`src/hw/spiiw_pkg.sv`:
```
// Package: register map, field layout and shared types of the SPI interrupt/wake/status block
package spiiw_pkg;

  // ----------------------------------------------------------------
  // Register offsets
  // ----------------------------------------------------------------
  localparam logic [7:0] SPIIW_OFF_IRQ_EN   = 8'h24;
  localparam logic [7:0] SPIIW_OFF_WAKE_FL  = 8'h28;
  localparam logic [7:0] SPIIW_OFF_WAKE_EN  = 8'h2C;
  localparam logic [7:0] SPIIW_OFF_STATUS   = 8'h30;
  localparam logic [7:0] SPIIW_OFF_EVT_FL   = 8'h34;
  localparam logic [7:0] SPIIW_OFF_EVT_MASK = 8'h38;

  // ----------------------------------------------------------------
  // Field positions
  // ----------------------------------------------------------------
  localparam int SPIIW_B_RX_UNDERRUN  = 15;
  localparam int SPIIW_B_RX_OVERRUN   = 14;
  localparam int SPIIW_B_TX_UNDERRUN  = 13;
  localparam int SPIIW_B_TX_OVERRUN   = 12;
  localparam int SPIIW_B_MST_DONE     = 11;
  localparam int SPIIW_B_ABORT        = 9;
  localparam int SPIIW_B_FAULT        = 8;
  localparam int SPIIW_B_SS_DEASSERT  = 5;
  localparam int SPIIW_B_SS_ASSERT    = 4;
  localparam int SPIIW_B_RX_FULL      = 3;
  localparam int SPIIW_B_RX_THD       = 2;
  localparam int SPIIW_B_TX_EMPTY     = 1;
  localparam int SPIIW_B_TX_THD       = 0;
  localparam int SPIIW_B_BUSY         = 0;

  // Writable / implemented bits
  localparam logic [15:0] SPIIW_IRQ_EN_MASK = 16'hFB3F;
  localparam logic [3:0]  SPIIW_WAKE_MASK   = 4'hF;

  // ----------------------------------------------------------------
  // Reset values
  // ----------------------------------------------------------------
  localparam logic [15:0] SPIIW_RST_IRQ_EN  = 16'h0000;
  localparam logic [3:0]  SPIIW_RST_WAKE_FL = 4'h0;
  localparam logic [3:0]  SPIIW_RST_WAKE_EN = 4'h0;
  localparam logic        SPIIW_RST_BUSY    = 1'b0;
  localparam logic [1:0]  SPIIW_RST_BLK_EVT = 2'h0;

  // AXI responses
  localparam logic [1:0] SPIIW_RESP_OKAY   = 2'h0;
  localparam logic [1:0] SPIIW_RESP_SLVERR = 2'h2;

  // ----------------------------------------------------------------
  // Types
  // ----------------------------------------------------------------
  typedef struct packed {
    logic [15:0] evt_flags;   // Event flag register bits from the controller
    logic [3:0]  wake_cond;   // Wake conditions: rx_full, rx_thd, tx_empty, tx_thd
    logic        master_mode;
    logic        xfer_start;  // Master transaction begins (pulse)
    logic        last_char;   // Master last character sent (pulse)
    logic        ss_active;   // Configured slave-select asserted (level)
  } spiiw_core_s;

  typedef enum logic [1:0] {
    SPIIW_ACT_IDLE   = 2'b00,
    SPIIW_ACT_MASTER = 2'b01,
    SPIIW_ACT_SLAVE  = 2'b10
  } spiiw_act_e;

endpackage

```
`src/hw/spiiw_top.sv`:
```
// Top: SPI interrupt enable, wake flags/enables and activity status with AXI4-Lite slave
//
// Notes on behaviour
// - Enable bits 15 and 14 gate receive underrun and overrun interrupts.
// - Enable bits 13 and 12 gate transmit underrun and overrun interrupts.
// - Enable bit 11 gates the master transfer-complete interrupt.
// - Enable bits 9 and 8 gate slave abort and multi-master fault.
// - Enable bits 5 and 4 gate slave-select deassert and assert.
// - Enable bits 3..0 gate rx full, rx threshold, tx empty, tx threshold.
// - Wake flags 3 and 2 set on rx full/threshold; write one clears.
// - Wake flags 1 and 0 set on tx empty/threshold; write one clears.
// - Wake enables 3 and 2 gate rx full and rx threshold wakeups.
// - Wake enables 1 and 0 gate tx empty and tx threshold wakeups.
// - Master mode: busy sets on transaction start, clears after last character.
// - Slave mode: busy follows the configured slave-select input.
// - Receive overrun only counts in slave mode; master stalls instead.
// - Transmit threshold flag follows level below threshold, cleared by hardware.
`timescale 1ns/1ps
module spiiw_top
  import spiiw_pkg::*;
#(
  parameter int ADDR_W = 8
) (
  // Clock and reset
  input  wire logic              mclk_in,
  input  wire logic              rst_n_in,
  // AXI4-Lite write address
  input  wire logic              s_axi_awvalid_in,
  output logic                   s_axi_awready_out,
  input  wire logic [ADDR_W-1:0] s_axi_awaddr_in,
  // AXI4-Lite write data
  input  wire logic              s_axi_wvalid_in,
  output logic                   s_axi_wready_out,
  input  wire logic [31:0]       s_axi_wdata_in,
  input  wire logic [3:0]        s_axi_wstrb_in,
  // AXI4-Lite write response
  output logic                   s_axi_bvalid_out,
  input  wire logic              s_axi_bready_in,
  output logic [1:0]             s_axi_bresp_out,
  // AXI4-Lite read address
  input  wire logic              s_axi_arvalid_in,
  output logic                   s_axi_arready_out,
  input  wire logic [ADDR_W-1:0] s_axi_araddr_in,
  // AXI4-Lite read data
  output logic                   s_axi_rvalid_out,
  input  wire logic              s_axi_rready_in,
  output logic [31:0]            s_axi_rdata_out,
  output logic [1:0]             s_axi_rresp_out,
  // Controller events
  input  wire spiiw_core_s       core_in,
  // Requests
  output logic                   irq_out,
  output logic                   wake_out,
  output logic                   busy_out
);

  // Decode reads byte-address bits 7:2, so narrower buses cannot work
  if (ADDR_W < 8) begin : g_addr_w_check
    $error("ADDR_W must be at least 8");
  end

  // ----------------------------------------------------------------
  // Register state
  // ----------------------------------------------------------------
  logic [15:0] irq_en_q, irq_en_d;
  logic [3:0]  wake_fl_q, wake_fl_d;
  logic [3:0]  wake_en_q, wake_en_d;
  logic [1:0]  blk_fl_q, blk_fl_d;     // Own events: bit 1 busy fall, bit 0 busy rise
  logic [1:0]  blk_mask_q, blk_mask_d;
  logic        busy_prev_q;
  logic        irq_q, irq_d;
  logic        wake_q, wake_d;
  logic        busy_q;
  logic        busy_now;

  // Bus state
  logic              aw_full_q, aw_full_d;
  logic [ADDR_W-1:0] aw_addr_q, aw_addr_d;
  logic              w_full_q, w_full_d;
  logic [31:0]       w_data_q, w_data_d;
  logic [3:0]        w_strb_q, w_strb_d;
  logic              bvalid_q, bvalid_d;
  logic [1:0]        bresp_q, bresp_d;
  logic              rvalid_q, rvalid_d;
  logic [31:0]       rdata_q, rdata_d;
  logic [1:0]        rresp_q, rresp_d;
  // Ready flags kept in flops so each bus output comes from a register
  logic              awready_q;
  logic              wready_q;
  logic              arready_q;

  // ----------------------------------------------------------------
  // Activity tracker
  // ----------------------------------------------------------------
  spiiw_activity u_activity (
    .mclk_in        (mclk_in),
    .rst_n_in       (rst_n_in),
    .master_mode_in (core_in.master_mode),
    .xfer_start_in  (core_in.xfer_start),
    .last_char_in   (core_in.last_char),
    .ss_active_in   (core_in.ss_active),
    .busy_out       (busy_now)
  );

  // ----------------------------------------------------------------
  // AXI4-Lite write path
  // ----------------------------------------------------------------
  logic        wr_go;
  logic [7:0]  wr_off;
  logic [31:0] wr_bits;
  logic        wr_hit;

  // Unstrobed byte lanes write zero
  for (genvar g = 0; g < 4; g++) begin : g_lane
    assign wr_bits[g*8 +: 8] = w_strb_q[g] ? w_data_q[g*8 +: 8] : 8'h00;
  end

  always_comb begin
    aw_full_d = aw_full_q;
    aw_addr_d = aw_addr_q;
    w_full_d  = w_full_q;
    w_data_d  = w_data_q;
    w_strb_d  = w_strb_q;
    bvalid_d  = bvalid_q;
    bresp_d   = bresp_q;
    if (s_axi_awvalid_in && !aw_full_q) begin
      aw_full_d = 1'b1;
      aw_addr_d = s_axi_awaddr_in;
    end
    if (s_axi_wvalid_in && !w_full_q) begin
      w_full_d = 1'b1;
      w_data_d = s_axi_wdata_in;
      w_strb_d = s_axi_wstrb_in;
    end
    // Write lands once address and data are both held, one response at a time
    wr_go  = aw_full_q && w_full_q && !bvalid_q;
    wr_off = {aw_addr_q[7:2], 2'b00};
    wr_hit = (wr_off == SPIIW_OFF_IRQ_EN)  || (wr_off == SPIIW_OFF_WAKE_FL) ||
             (wr_off == SPIIW_OFF_WAKE_EN) || (wr_off == SPIIW_OFF_STATUS) ||
             (wr_off == SPIIW_OFF_EVT_FL)  || (wr_off == SPIIW_OFF_EVT_MASK);
    if (wr_go) begin
      aw_full_d = 1'b0;
      w_full_d  = 1'b0;
      bvalid_d  = 1'b1;
      bresp_d   = wr_hit ? SPIIW_RESP_OKAY : SPIIW_RESP_SLVERR;
    end else if (bvalid_q && s_axi_bready_in) begin
      bvalid_d = 1'b0;
    end
  end

  // ----------------------------------------------------------------
  // Register update
  // ----------------------------------------------------------------
  logic [1:0] blk_evt;

  always_comb begin
    irq_en_d   = irq_en_q;
    wake_en_d  = wake_en_q;
    blk_mask_d = blk_mask_q;
    wake_fl_d  = wake_fl_q;
    blk_fl_d   = blk_fl_q;
    blk_evt    = {busy_prev_q && !busy_now, !busy_prev_q && busy_now};
    if (wr_go && wr_off == SPIIW_OFF_IRQ_EN) begin
      irq_en_d = wr_bits[15:0] & SPIIW_IRQ_EN_MASK;
    end
    if (wr_go && wr_off == SPIIW_OFF_WAKE_EN) begin
      wake_en_d = wr_bits[3:0] & SPIIW_WAKE_MASK;
    end
    if (wr_go && wr_off == SPIIW_OFF_EVT_MASK) begin
      blk_mask_d = wr_bits[1:0];
    end
    if (wr_go && wr_off == SPIIW_OFF_WAKE_FL) begin
      wake_fl_d = wake_fl_q & ~wr_bits[3:0];
    end
    if (wr_go && wr_off == SPIIW_OFF_EVT_FL) begin
      blk_fl_d = blk_fl_q & ~wr_bits[1:0];
    end
    wake_fl_d = wake_fl_d | core_in.wake_cond;
    blk_fl_d  = blk_fl_d | blk_evt;
  end

  // ----------------------------------------------------------------
  // Request outputs
  // ----------------------------------------------------------------
  logic [15:0] evt_gated;

  always_comb begin
    evt_gated = core_in.evt_flags & SPIIW_IRQ_EN_MASK;
    // Master mode stalls the clock, so overrun cannot count there
    if (core_in.master_mode) begin
      evt_gated[SPIIW_B_RX_OVERRUN] = 1'b0;
    end
    // Threshold flag is a live level owned by the controller
    evt_gated[SPIIW_B_TX_THD] = core_in.evt_flags[SPIIW_B_TX_THD];
    irq_d  = |(evt_gated & irq_en_q) | |(blk_fl_q & blk_mask_q);
    wake_d = |(wake_fl_q & wake_en_q);
  end

  // ----------------------------------------------------------------
  // AXI4-Lite read path
  // ----------------------------------------------------------------
  logic [7:0] rd_off;

  always_comb begin
    rvalid_d = rvalid_q;
    rdata_d  = rdata_q;
    rresp_d  = rresp_q;
    rd_off   = {s_axi_araddr_in[7:2], 2'b00};
    // One read outstanding: address taken only while no data waits
    if (s_axi_arvalid_in && !rvalid_q) begin
      rvalid_d = 1'b1;
      rresp_d  = SPIIW_RESP_OKAY;
      unique case (rd_off)
        SPIIW_OFF_IRQ_EN:   rdata_d = {16'h0000, irq_en_q};
        SPIIW_OFF_WAKE_FL:  rdata_d = {28'h0000000, wake_fl_q};
        SPIIW_OFF_WAKE_EN:  rdata_d = {28'h0000000, wake_en_q};
        SPIIW_OFF_STATUS:   rdata_d = {31'h00000000, busy_q};
        SPIIW_OFF_EVT_FL:   rdata_d = {30'h00000000, blk_fl_q};
        SPIIW_OFF_EVT_MASK: rdata_d = {30'h00000000, blk_mask_q};
        default: begin
          rdata_d = 32'h00000000;
          rresp_d = SPIIW_RESP_SLVERR;
        end
      endcase
    end else if (rvalid_q && s_axi_rready_in) begin
      rvalid_d = 1'b0;
    end
  end

  // ----------------------------------------------------------------
  // Registers
  // ----------------------------------------------------------------
  always_ff @(posedge mclk_in) begin
    if (!rst_n_in) begin
      irq_en_q    <= SPIIW_RST_IRQ_EN;
      wake_fl_q   <= SPIIW_RST_WAKE_FL;
      wake_en_q   <= SPIIW_RST_WAKE_EN;
      blk_fl_q    <= SPIIW_RST_BLK_EVT;
      blk_mask_q  <= SPIIW_RST_BLK_EVT;
      busy_prev_q <= SPIIW_RST_BUSY;
      busy_q      <= SPIIW_RST_BUSY;
      irq_q       <= 1'b0;
      wake_q      <= 1'b0;
      aw_full_q   <= 1'b0;
      aw_addr_q   <= '0;
      w_full_q    <= 1'b0;
      w_data_q    <= 32'h00000000;
      w_strb_q    <= 4'h0;
      bvalid_q    <= 1'b0;
      bresp_q     <= SPIIW_RESP_OKAY;
      rvalid_q    <= 1'b0;
      rdata_q     <= 32'h00000000;
      rresp_q     <= SPIIW_RESP_OKAY;
      awready_q   <= 1'b1;
      wready_q    <= 1'b1;
      arready_q   <= 1'b1;
    end else begin
      irq_en_q    <= irq_en_d;
      wake_fl_q   <= wake_fl_d;
      wake_en_q   <= wake_en_d;
      blk_fl_q    <= blk_fl_d;
      blk_mask_q  <= blk_mask_d;
      busy_prev_q <= busy_now;
      busy_q      <= busy_now;
      irq_q       <= irq_d;
      wake_q      <= wake_d;
      aw_full_q   <= aw_full_d;
      aw_addr_q   <= aw_addr_d;
      w_full_q    <= w_full_d;
      w_data_q    <= w_data_d;
      w_strb_q    <= w_strb_d;
      bvalid_q    <= bvalid_d;
      bresp_q     <= bresp_d;
      rvalid_q    <= rvalid_d;
      rdata_q     <= rdata_d;
      rresp_q     <= rresp_d;
      awready_q   <= !aw_full_d;
      wready_q    <= !w_full_d;
      arready_q   <= !rvalid_d;
    end
  end

  // ----------------------------------------------------------------
  // Port drive
  // ----------------------------------------------------------------
  assign s_axi_awready_out = awready_q;
  assign s_axi_wready_out  = wready_q;
  assign s_axi_bvalid_out  = bvalid_q;
  assign s_axi_bresp_out   = bresp_q;
  assign s_axi_arready_out = arready_q;
  assign s_axi_rvalid_out  = rvalid_q;
  assign s_axi_rdata_out   = rdata_q;
  assign s_axi_rresp_out   = rresp_q;
  assign irq_out           = irq_q;
  assign wake_out          = wake_q;
  assign busy_out          = busy_q;

endmodule

```
`src/hw/spiiw_activity.sv`:
```
// Activity tracker: busy indication for master and slave modes
`timescale 1ns/1ps
module spiiw_activity
  import spiiw_pkg::*;
(
  // Clock and reset
  input  wire logic mclk_in,
  input  wire logic rst_n_in,
  // Controller state
  input  wire logic master_mode_in,
  input  wire logic xfer_start_in,
  input  wire logic last_char_in,
  input  wire logic ss_active_in,
  // Status
  output logic      busy_out
);

  spiiw_act_e state_q;
  spiiw_act_e state_d;

  always_comb begin
    state_d = state_q;
    unique case (state_q)
      SPIIW_ACT_IDLE: begin
        if (master_mode_in && xfer_start_in) begin
          state_d = SPIIW_ACT_MASTER;
        end else if (!master_mode_in && ss_active_in) begin
          state_d = SPIIW_ACT_SLAVE;
        end
      end
      SPIIW_ACT_MASTER: begin
        if (last_char_in || !master_mode_in) begin
          state_d = SPIIW_ACT_IDLE;
        end
      end
      SPIIW_ACT_SLAVE: begin
        if (!ss_active_in || master_mode_in) begin
          state_d = SPIIW_ACT_IDLE;
        end
      end
      default: state_d = SPIIW_ACT_IDLE;
    endcase
  end

  always_ff @(posedge mclk_in) begin
    if (!rst_n_in) begin
      state_q <= SPIIW_ACT_IDLE;
    end else begin
      state_q <= state_d;
    end
  end

  assign busy_out = (state_q != SPIIW_ACT_IDLE);

endmodule

```
`config.mk`:
```
export PLATFORM = sky130hd
export DESIGN_NAME = spiiw_top
export DESIGN_NICKNAME = d
export VERILOG_FILES = /design/src/hw/spiiw_pkg.sv /design/src/hw/spiiw_top.sv /design/src/hw/spiiw_activity.sv
export SDC_FILE = /design/constraint.sdc
export NUM_CORES = 1
export LEC_CHECK = 0
export BUFFER_PORTS_ARGS = -buffer_cell sky130_fd_sc_hd__buf_2
export CAP_MARGIN = 20
export CORE_ASPECT_RATIO = 1.5
export CORE_MARGIN = 2
export CORE_UTILIZATION = 48
export DETAILED_ROUTE_END_ITERATION = 6
export GPL_TIMING_DRIVEN = 0
export HOLD_SLACK_MARGIN = 0.02
export PLACE_DENSITY = 0.85
export SLEW_MARGIN = 20
export SYNTH_ARGS = -nofsm -noshare
export SYNTH_HDL_FRONTEND = slang
export SYNTH_SLANG_ARGS = --single-unit
```
`constraint.sdc`:
```
create_clock -name mclk_in -period 2.2 [get_ports mclk_in]
set_input_delay 0.44 -clock mclk_in [delete_from_list [all_inputs] [get_ports mclk_in]]
set_output_delay 0.44 -clock mclk_in [all_outputs]
set_load 0.02 [all_outputs]
```
# --- Word-level counts from Yosys, hierarchy flattened ---
# Index checks and enable logic that the tools add are counted.
op_classes:
  n_eq_ne: 17
  n_mux: 21
  bitwise_logic: 10
  n_reduce_logical: 42
op_table:
  columns: ["cell", "count"]
  rows:
  - ["$pmux W16 S6", 1]
  - ["$eq A6 B4 Y1 const B", 12]
  - ["$and A16 B16 Y16", 1]
  - ["$logic_and A1 B1 Y1", 16]
  - ["$reduce_or A16 Y1", 1]
  - ["$mux W2", 7]
  - ["$logic_not A1 Y1", 11]
  - ["$mux W1", 9]
  - ["$and A4 B4 Y4", 2]
  - ["$mux W8", 1]
  - ["$logic_or A1 B1 Y1", 7]
  - ["$mux W6", 1]
  - ["$pmux W2 S3", 1]
  - ["$reduce_or A6 Y1", 1]
  - ["$and A2 B2 Y2", 2]
  - ["$mux W4", 1]
  - ["$ne A2 B1 Y1 const B", 2]
  - ["$not A4 Y4", 1]
  - ["$or A4 B4 Y4", 1]
  - ["$reduce_bool A2 Y1", 2]
  - ["$reduce_or A4 Y1", 1]
  - ["$ne A3 B1 Y1 const B", 1]
  - ["$reduce_and A3 Y1", 1]
  - ["$eq A2 B1 Y1 const B", 1]
  - ["other kinds (6)", 6]
totals:
  input_bits: 83
  elab_cells: 112
  reg_bits: 99
  out_inout_bits: 44

# --- Longest topological paths before layout ---
# Gate-level depths: netlist (run 1).
depth:
  word_depth: 7
  depth_mapped: 6

# --- Hierarchy ---
# From an unflattened synthesis (run 1), not the netlist that was laid out.
unflattened:
  hier_cells: 370
  hier_area_um2: 3469.6
by_module_without_submodules:
  columns: ["module", "n_inst", "seq_area_each_um2", "area_each_um2", "cells_each"]
  rows:
  - ["spiiw_top", 1, 1421.4, 3326.9, 354]
  - ["spiiw_activity", 1, 40.0, 142.6, 16]

# --- Worst setup path after synthesis (run 1) ---
# Ideal clock, no wire load.
synth_timing:
  path_type: "in2reg"
  start: "in s_axi_araddr_in[7]"
  end: "reg rdata_q[11] (netlist: s_axi_rdata_out[11])"
  t_arrival_ns: 1.558
  cell_stages: 4
  path_slack_ns: 0.576
  n_path_buf: 0
  path_cell_list: "or3b_2 nor4_4 a22oi_1 nor2b_1"
synth_between:
  elab_chain_len: 2
synth_lines:
  columns: ["item", "line_no", "rtl"]
  rows:
  - ["start: declaration", "spiiw_top.sv:43", "input wire logic [ADDR_W-1:0] s_axi_araddr_in,"]
  - ["$eq A6 B4 Y1", "spiiw_top.sv:213", "unique case (rd_off)"]
  - ["$pmux W16 S6 (*)", "spiiw_top.sv:213", null]
  - ["end signal: assignment", "spiiw_top.sv:275", "rdata_q <= rdata_d;"]
  - ["end: declaration", "spiiw_top.sv:85", "logic [31:0] rdata_q, rdata_d;"]
# Mark *: on every way between the ends. The rest lies on a longest branch, timed or not.
# A chain may end at the register's enable or synchronous reset.

# --- Worst setup path after layout (run 1) ---
layout_timing:
  start: "reg aw_addr_q[5]"
  end: "reg irq_en_q[13]"
layout_between:
  elab_chain_len: 2
layout_lines:
  columns: ["item", "line_no", "rtl"]
  rows:
  - ["start: declaration", "spiiw_top.sv:78", "logic [ADDR_W-1:0] aw_addr_q, aw_addr_d;"]
  - ["start signal: assignment", "spiiw_top.sv:268", "aw_addr_q <= aw_addr_d;"]
  - ["$eq A6 B4 Y1", "spiiw_top.sv:163", "if (wr_go && wr_off == SPIIW_OFF_IRQ_EN) begin"]
  - ["$logic_and A1 B1 Y1", "spiiw_top.sv:163", null]
  - ["end signal: assignment", "spiiw_top.sv:258", "irq_en_q <= irq_en_d;"]
  - ["end: declaration", "spiiw_top.sv:65", "logic [15:0] irq_en_q, irq_en_d;"]
# No other way between the ends.

==> impl_metrics.py, run 1 <==
metrics = {
    "power": {
        "p_comb_frac": 0.114,
        "sw_frac_of_total": 0.257,
        "pwr-share-seq": 0.523,
        "p_clk_frac": 0.362,
        "intPower_mw": 1.99,
        "total_power_mw": 2.68,
        "p_sw_mw": 0.688,
        "p_leak_nw": 1.67,
        "max-vdd-ir-drop_mv": 0.333,
        "power.density_nw_per_um2": 680,
    },
    "cells_and_area": {
        "area_delta_synth_final_pct": 22.6,
        "final_cell_mix": "buf_2 (78), dfxtp_1 (73), nand2_1 (52)",
        "multi_input_area_um2": 1540,
        "antennaDiodeCount": 0,
        "final_cell_area_um2": 3940,
        "regArea_um2": 1460,
        "nFillCells": 581,
        "final_common_cell": "buf_2",
        "nNetsFinal": 544,
        "drive_above_1_share": 0.275,
    },
    "floorplan": {
        "start_util": 0.495,
        "die_w_um": 70.8,
        "pin_count": 127,
        "die_y_um": 104,
        "core.rowCount": 36,
        "core_area_um2": 6490,
        "fp.dieArea_um2": 7370,
    },
    "timing": {
        "clock_skew_ns": 0.00810,
        "fin_tns_setup_ns": 0,
        "rsz0062_at_grt": "false",
        "finalMaxSlewViolations": 0,
        "period_share": 0.807,
        "worstMarginPinSlew_ns": 0.577,
        "period_minus_slack_ns": 1.78,
        "hold_viol": 0,
        "maxSlewHeadroom": 0.613,
        "max_freq_mhz": 563,
        "setup-violations-final": 0,
    },
    "critical_path": {
        "worstPathRequired_ns": 2.46,
        "cp-end-kind": "register",
        "r2r_setup_slack_ns": 0.42,
        "rr_worst_depth": 5,
        "startpoint_type": "register",
        "criticalPathCategory": "reg -> reg",
        "arrival_ns": 2.04,
        "crit_fanout": 10,
    },
    "hold_path": {
        "worstHoldPathCells": 2,
        "min_path_type": "in -> reg",
    },
    "yosys": {
        "synth_area_um2": 3210,
        "avgSynthCellArea_um2": 9.04,
        "syn_inst": 355,
        "ys_warn_count": 0,
        "ys.flop_type": "dfxtp_1",
        "synth_async_sr_flop_share": 0,
        "yosys.area_share.simple": 0.233,
        "synth_top_family_by_area": "simple AND/OR/NAND/NOR gates",
        "yosys.area_share.xor_xnor": 0,
        "ys_types": 43,
        "synth_seq_cells": 73,
        "synth-seq-area-share": 0.455,
        "synth_mux_area_frac": 0.0569,
        "synthAdderAreaFrac": 0,
        "synth_edf_count": 0,
        "synth_compound_area_frac": 0.165,
    },
    "place": {
        "hpwlAfterDp_mm": 5.86,
        "globalplace.congestion": 0.872,
        "placed_cell_area_um2": 3760,
        "port_buffers": 75,
    },
    "cts": {
        "hold_buffers": 0,
        "root_buffer": "clkbuf_8",
        "tritoncts_num_sinks": 73,
        "insertion_delay_ns": 0.35,
        "cts_setup_buffers": 0,
        "htreeDepth": 3,
        "clk_pin_slew_ns": 0.07,
        "cts_tree": "yes",
        "cts-buffers-inserted": 9,
        "cts_buffer_depth": 2,
        "cts_resized": 0,
    },
    "detailed_routing": {
        "wl_per_cell_um": 14.4,
        "drt-total-wl_mm": 7.77,
        "drc": 0,
        "dr.pass1.iters": 4,
        "drt_iter0_drc": 143,
        "viasPerCell": 5.20,
        "vias": 2812,
        "ant_nets": 0,
    },
    "global_route": {
        "grt_max_degree": 12,
        "antenna_found_initial": 0,
        "grt_pass1_vias": 2668,
        "grt_pass1_wl_mm": 12.3,
        "overflow": 0,
        "track_usage": 0.210,
    },
    "run_status": {
        "status": "completed",
    },
    "job": {
        "drv_cap": 0,
    },
}
-- state kept, by name, summed over array words and instances (netlist names), 2 cells and up --
signal	count
w_data_q	13
wake_en_q	4
irq_en_q	13
u_activity.state_q	2
blk_fl_q	2
s_axi_rdata_out	13
aw_addr_q	6
wake_fl_q	4
w_strb_q	2
blk_mask_q	2
-- synthesized netlist by cell type (4+ instances only) --
cell       n  area [um2]
nand2_1   52         195
inv_1     10        37.5
nor3b_1    4        30.0
mux2i_1   16         160
a31oi_1    5        31.3
o21ai_0   24         120
clkbuf_1  16        60.1
dfxtp_1   73        1460
buf_4     21         158
nor2_1     5        18.8
nand2b_1   6        37.5
nor2b_1   25         156
a21boi_0  18         135
nand4_1   11        68.8
a22oi_1   16         120
nand3_1    9        45.0
and2_1     4        25.0
-- layout make-up --
cell class / count / area share
multi-input combinational: 250 / 0.391
sequential: 73 / 0.371
timing repair buffer: 75 / 0.0954
buffer: 42 / 0.0633
clock buffer: 12 / 0.0420
tap: 76 / 0.0242
inverter: 10 / 0.00954
clock inverter: 3 / 0.00381
-- path summary, 6_finish.rpt --
check,startpoint,end
min,core_in[3],u_activity.state_q[1]
max reg2reg,aw_addr_q[5],irq_en_q[13]
min reg2reg,u_activity.state_q[1],u_activity.state_q[0]
max,aw_addr_q[5],irq_en_q[13]
-- cell families after synthesis --
family | after synthesis
buffers and inverters | 52
AND/OR/NAND/NOR | 132
multiplexers | 18
other | 1
AO/OA/AOI/OAI | 79
flip-flops | 73
-- metal layers --
metal / wire length (um) / GRT usage / up-vias
li1: - / - / 1412
met3: 480 / 0.0533 / 26
met5: 0 / 0 / -
met1: 2940 / 0.218 / 1265
met4: 293 / 0.121 / 0
met2: 4060 / 0.371 / 109
-- per-stage QoR --
stage | std cells | worst slack (ns) | util | hold WS, ns
after floorplan | 375 | 0.576 | - | 0.398
after global placement | 526 | 0.277 | 0.579 | 0.405
after detailed placement | 526 | 0.269 | 0.579 | 0.409
after CTS | 541 | 0.393 | 0.607 | 0.262
after global routing | 541 | 0.329 | 0.607 | 0.258
final | 541 | 0.424 | 0.607 | 0.275
-- power groups by stage --
stage | combinational (mW) | clock [mW] | sequential, mW
after floorplan | 0.198 | 0 | 1.43
after CTS | 0.306 | 0.976 | 1.40
final | 0.306 | 0.970 | 1.40
after global placement | 0.299 | 0 | 1.43
after global routing | 0.334 | 1.03 | 1.41
after detailed placement | 0.304 | 0 | 1.43
-- worst max-delay path, stage by stage, from the launching register on --
cell and delay (ns):
dfxtp_1 0.34, or3b_4 0.43, nor4b_4 0.46, buf_6 0.21, nand4_1 0.14, o21ai_0 0.12
No activity file was read; power rests on OpenSTA's default activity.
==> run 2, diff against run 1 <==
--- a/config.mk
+++ b/config.mk
@@ -5,6 +5,7 @@
 export SDC_FILE = /design/constraint.sdc
 export NUM_CORES = 1
 export LEC_CHECK = 0
+export ABC_AREA = 1
 export BUFFER_PORTS_ARGS = -buffer_cell sky130_fd_sc_hd__buf_2
 export CAP_MARGIN = 20
 export CORE_ASPECT_RATIO = 1.5
@@ -13,7 +14,7 @@
 export DETAILED_ROUTE_END_ITERATION = 6
 export GPL_TIMING_DRIVEN = 0
 export HOLD_SLACK_MARGIN = 0.02
-export PLACE_DENSITY = 0.85
+export PLACE_DENSITY = 0.86
 export SLEW_MARGIN = 20
 export SYNTH_ARGS = -nofsm -noshare
 export SYNTH_HDL_FRONTEND = slang
==> constraint.sdc (replaced) <==
create_clock -name mclk_in -period 1.9 [get_ports mclk_in]
set_input_delay 0.38 -clock mclk_in [delete_from_list [all_inputs] [get_ports mclk_in]]
set_output_delay 0.38 -clock mclk_in [all_outputs]
set_load 0.02 [all_outputs]
==> impl_metrics.py, run 2 <==
metrics = {
    "run_status": {
        "status": "completed",
    },
    "critical_path": {
        "r2r_setup_slack_ns": 0.44,
        "criticalPathCategory": "reg -> reg",
        "worstPathRequired_ns": 2.18,
        "crit_fanout": 10,
        "arrival_ns": 1.74,
        "cp-end-kind": "register",
        "startpoint_type": "register",
    },
    "floorplan": {
        "fp.dieArea_um2": 7080,
        "core.rowCount": 35,
        "die_y_um": 102,
        "die_w_um": 69.4,
        "start_util": 0.499,
        "pin_count": 127,
        "core_area_um2": 6170,
    },
    "timing": {
        "clock_skew_ns": 0.00988,
        "finalMaxSlewViolations": 0,
        "period_share": 0.769,
        "period_minus_slack_ns": 1.46,
        "setup-violations-final": 0,
        "rsz0062_at_grt": "false",
        "hold_viol": 0,
        "worstMarginPinSlew_ns": 0.574,
        "maxSlewHeadroom": 0.617,
        "max_freq_mhz": 684,
        "fin_tns_setup_ns": 0,
    },
    "cells_and_area": {
        "drive_above_1_share": 0.242,
        "final_common_cell": "buf_2",
        "fin_util": 0.624,
        "nFillCells": 601,
        "area_delta_synth_final_pct": 25.1,
        "antennaDiodeCount": 0,
        "nNetsFinal": 602,
        "final_cell_mix": "buf_2 (78), dfxtp_1 (73), nand2_1 (71)",
    },
    "yosys": {
        "synth_seq_cells": 73,
        "synth_area_um2": 3080,
        "yosysMostFrequentCell": "dfxtp_1",
        "synth-seq-area-share": 0.475,
        "synth_largest_area_cell": "dfxtp_1",
        "synth.area.top_cells": "dfxtp_1 (47%), nand2_1 (8.7%), o21ai_0 (8.6%), a21oi_1 (7.2%), nor2_1 (6.2%)",
        "ys_types": 26,
        "ys_warn_count": 0,
        "ys.flop_type": "dfxtp_1",
        "synth_top_area_frac": 0.475,
        "synth_edf_count": 0,
        "syn_inst": 411,
        "synth_async_sr_flop_share": 0,
        "synth_commonest_cells": "dfxtp_1 (73), nand2_1 (71), o21ai_0 (53)",
        "avgSynthCellArea_um2": 7.49,
    },
    "power": {
        "p_sw_mw": 0.892,
        "power.density_nw_per_um2": 882,
        "p_clk_frac": 0.393,
        "sw_frac_of_total": 0.263,
        "p_leak_nw": 1.83,
        "intPower_mw": 2.50,
        "p_comb_frac": 0.120,
        "pwr-share-seq": 0.488,
        "max-vdd-ir-drop_mv": 0.440,
    },
    "place": {
        "globalplace.congestion": 0.844,
        "port_buffers": 77,
        "hpwlAfterDp_mm": 5.88,
    },
    "cts": {
        "clk_pin_slew_ns": 0.08,
        "cts_setup_buffers": 0,
        "tritoncts_num_sinks": 73,
        "htreeDepth": 3,
        "insertion_delay_ns": 0.35,
        "root_buffer": "clkbuf_8",
        "cts-buffers-inserted": 9,
        "cts_resized": 0,
        "cts_tree": "yes",
        "hold_buffers": 0,
        "cts_buffer_depth": 2,
    },
    "detailed_routing": {
        "dr.pass1.iters": 4,
        "drt_iter0_drc": 136,
        "vias": 2965,
        "viasPerCell": 4.96,
        "wl_per_cell_um": 12.5,
        "drc": 0,
        "drt-total-wl_mm": 7.46,
        "ant_nets": 0,
    },
    "job": {
        "drv_cap": 0,
    },
    "global_route": {
        "antenna_found_initial": 0,
        "overflow": 0,
        "grt_max_degree": 14,
        "grt_pass1_vias": 2830,
        "grt_pass1_wl_mm": 12.3,
        "track_usage": 0.217,
    },
    "hold_path": {
        "min_path_type": "in -> reg",
    },
}
run 2: stage by stage:
| stage | instance area [um2] | instances | hold slack [ns] | setup WS [ns] | total power [mW] |
|---|---|---|---|---|---|
| finish | 3850 | 598 | 0.252 | 0.438 | 3.40 |
| global route | 3850 | 598 | 0.252 | 0.295 | 3.53 |
| CTS | 3850 | 598 | 0.244 | 0.432 | 3.40 |
| detailed placement | 3630 | 582 | 0.445 | 0.381 | 2.09 |
| global placement | 3630 | 582 | 0.430 | 0.382 | 2.08 |
| floorplan | 3150 | 431 | 0.421 | 0.635 | 1.95 |
run 2: cells by family after synthesis:
group	after synthesis	synth area share
AOI/OAI and AO/OA	101	0.169
and+or+nand+nor	168	0.242
buffers and inverters	68	0.114
other	1	0.00122
DFF	73	0.475
run 2: final cells by class:
type                    instances  area (um2)  share of cell area
repair buffers                 77         385               0.100
flip-flops and latches         73        1460               0.379
well taps                      74        92.6              0.0240
clock inverters                 6        92.6              0.0240
clock buffers                  10         128              0.0331
inverters                      34         128              0.0331
plain buffers                  34         223              0.0578
multi-input cells             290        1340               0.348
run 2: power by group through the flow:
stage	Sequential (mW)	Combinational (mW)	Clock, mW
finish	1.66	0.406	1.33
detailed placement	1.69	0.404	0
CTS	1.66	0.406	1.34
floorplan	1.71	0.238	0
global placement	1.69	0.394	0
global route	1.67	0.453	1.41
run 2: path summary, 6_finish.rpt:
check                             start                     to  cells past startpoint
setup / recovery           aw_addr_q[6]           irq_en_q[11]                      6
hold / removal               core_in[0]  u_activity.state_q[1]                      3
setup reg to reg           aw_addr_q[6]           irq_en_q[11]                      6
hold reg to reg   u_activity.state_q[0]  u_activity.state_q[1]                      1
run 2: worst max-delay path, cell delays in order (launching register included):
cell and delay (ns):
dfxtp_1 0.32, nor2_2 0.17, nand3_2 0.14, nor3_4 0.36, buf_6 0.20, nand3_1 0.08, a21oi_1 0.13
run 2: metal layers:
| metal | part of all wire | GRT usage |
|---|---|---|
| met5 | 0 | 0 |
| met4 | 0.017 | 0.0830 |
| met3 | 0.064 | 0.0523 |
| met2 | 0.52 | 0.418 |
| met1 | 0.39 | 0.228 |
==> run 3, diff against run 2 <==
==> constraint.sdc (replaced) <==
create_clock -name mclk_in -period 1.5 [get_ports mclk_in]
set_input_delay 0.3 -clock mclk_in [delete_from_list [all_inputs] [get_ports mclk_in]]
set_output_delay 0.3 -clock mclk_in [all_outputs]
set_load 0.02 [all_outputs]
==> impl_metrics.py, run 3 (synthesized netlist as in run 2, its figures left out) <==
metrics = {
    "timing": {
        "finalMaxSlewViolations": 0,
        "setup-violations-final": 0,
        "worstMarginPinSlew_ns": 0.570,
        "fin_tns_setup_ns": 0,
        "clock_skew_ns": 0.00938,
        "maxSlewHeadroom": 0.620,
        "hold_viol": 0,
        "rsz0062_at_grt": "true",
        "fin_hold_ws_ns": 0.171,
        "max_freq_mhz": 706,
        "period_share": 0.944,
        "period_minus_slack_ns": 1.42,
    },
    "floorplan": {
        "die_w_um": 69.4,
        "pin_count": 127,
        "start_util": 0.499,
        "fp.dieArea_um2": 7080,
        "core_area_um2": 6170,
        "core.rowCount": 35,
        "die_y_um": 102,
    },
    "critical_path": {
        "r2r_setup_slack_ns": 0.08,
        "cp_cell_sequence": "nor2_2 -> nand3_2 -> nor3_4 -> buf_12 -> buf_6 -> nand3_1 -> a21oi_1",
        "critPathBufInv": 2,
        "rr_worst_depth": 7,
        "worstReg2RegEnd": "irq_en_q[11]",
        "crit_fanout": 10,
        "startpoint_type": "register",
        "crit_slowest_cell": "dfxtp_1",
        "cp-end-kind": "register",
        "cpPeakStageDelay_ns": 0.32,
        "timing.rr.start": "aw_addr_q[6]",
        "criticalPathCategory": "reg -> reg",
        "worstPathRequired_ns": 1.78,
        "critPathTopFamily": "simple AND/OR/NAND/NOR gates",
        "arrival_ns": 1.70,
    },
    "run_status": {
        "status": "completed",
    },
    "cells_and_area": {
        "final_cell_mix": "buf_2 (78), dfxtp_1 (73), nand2_1 (71)",
        "antennaDiodeCount": 0,
        "nFillCells": 599,
        "nNetsFinal": 604,
        "area_delta_synth_final_pct": 26.0,
        "drive_above_1_share": 0.247,
        "regArea_um2": 1460,
        "final_common_cell": "buf_2",
        "multi_input_area_um2": 1340,
    },
    "detailed_routing": {
        "wl_per_cell_um": 12.5,
        "viasPerCell": 4.96,
        "ant_nets": 0,
        "drt-total-wl_mm": 7.51,
        "vias": 2974,
        "dr.pass1.iters": 4,
        "drc": 0,
        "drt_iter0_drc": 145,
    },
    "power": {
        "p_clk_frac": 0.392,
        "sw_frac_of_total": 0.263,
        "p_sw_mw": 1.13,
        "pwr-share-seq": 0.487,
        "p_comb_frac": 0.121,
        "total_power_mw": 4.31,
        "power.density_nw_per_um2": 1110,
        "p_leak_nw": 1.84,
        "max-vdd-ir-drop_mv": 0.558,
        "intPower_mw": 3.18,
    },
    "global_route": {
        "grt_pass1_vias": 2830,
        "track_usage": 0.217,
        "overflow": 0,
        "antenna_found_initial": 0,
        "grt_pass1_wl_mm": 12.3,
        "grt_max_degree": 14,
    },
    "cts": {
        "root_buffer": "clkbuf_8",
        "insertion_delay_ns": 0.35,
        "htreeDepth": 3,
        "tritoncts_num_sinks": 73,
        "clk_pin_slew_ns": 0.08,
        "cts-buffers-inserted": 9,
        "cts_buffer_depth": 2,
        "hold_buffers": 0,
        "cts_tree": "yes",
    },
    "hold_path": {
        "hold_start": "core_in[0]",
        "hold_path_end": "u_activity.state_q[1]",
        "worstHoldPathCells": 3,
        "min_path_type": "in -> reg",
    },
    "job": {
        "drv_cap": 0,
    },
    "place": {
        "globalplace.congestion": 0.844,
        "port_buffers": 77,
        "hpwlAfterDp_mm": 5.88,
    },
}
run 3: changes by cell type in the layout (fill, tap and decap cells not counted):
cell      previous run  this run
buf_12               0         1
clkbuf_2             0         1
clkbuf_1             8         7
buf_4               23        24
run 3: final cells by class:
| cell class | instances | area share |
|---|---|---|
| multi-input cells | 290 | 0.346 |
| well taps | 74 | 0.0239 |
| clock buffers | 10 | 0.0329 |
| inverters | 34 | 0.0329 |
| repair buffers | 79 | 0.106 |
| plain buffers | 34 | 0.0577 |
| clock inverters | 6 | 0.0239 |
| flip-flops and latches | 73 | 0.377 |
run 3: power by group through the flow:
stage          clock network, mW  registers (mW)  logic (mW)
2_1_floorplan                  0            2.17       0.301
3_3_place_gp                   0            2.14       0.499
3_5_place_dp                   0            2.14       0.511
4_1_cts                     1.70            2.10       0.514
5_1_grt                     1.79            2.11       0.578
6_report                    1.69            2.10       0.520
run 3: through the flow:
step / setup slack (ns) / cell area, um2 / utilization / cells
after CTS: 0.0316 / 3850 / 0.624 / 598
after global routing: -0.0329 / 3880 / 0.629 / 600
after floorplan: 0.235 / 3150 / - / 431
final: 0.0836 / 3880 / 0.629 / 600
after detailed placement: 0.0422 / 3630 / 0.588 / 582
after global placement: 0.0623 / 3630 / 0.588 / 582
run 3: how the worst max path moves through the flow:
stage                  startpoint                  to  slack, ns  cells past startpoint
4_1_cts              aw_addr_q[6]        irq_en_q[11]       0.03                      6
3_5_place_dp         aw_addr_q[6]        irq_en_q[11]       0.04                      6
6_report             aw_addr_q[6]        irq_en_q[11]       0.08                      7
2_1_floorplan    s_axi_bvalid_out        irq_en_q[11]       0.24                      5
3_3_place_gp   s_axi_araddr_in[4]  s_axi_rdata_out[0]       0.06                      8
5_1_grt              aw_addr_q[6]         irq_en_q[9]      -0.03                      7
run 3: what timing repair did:
| item | in CTS | in global routing |
|---|---|---|
| endpoints found under the setup margin | 0 | 13 |
| buffers inserted | 0 | 2 |
| resized for setup | 0 | 2 |
run 3: routing by layer:
layer | GRT usage | wire length (um)
met5 | 0 | 0
met4 | 0.0830 | 127
met2 | 0.418 | 3970
met1 | 0.228 | 3010
met3 | 0.0523 | 399
run 3: worst min-delay path: cells and delay by family:
| kind | cells | cell delay, ns |
|---|---|---|
| buffers and inverters | 1 | 0.09 |
| AND/OR/NAND/NOR | 2 | 0.08 |
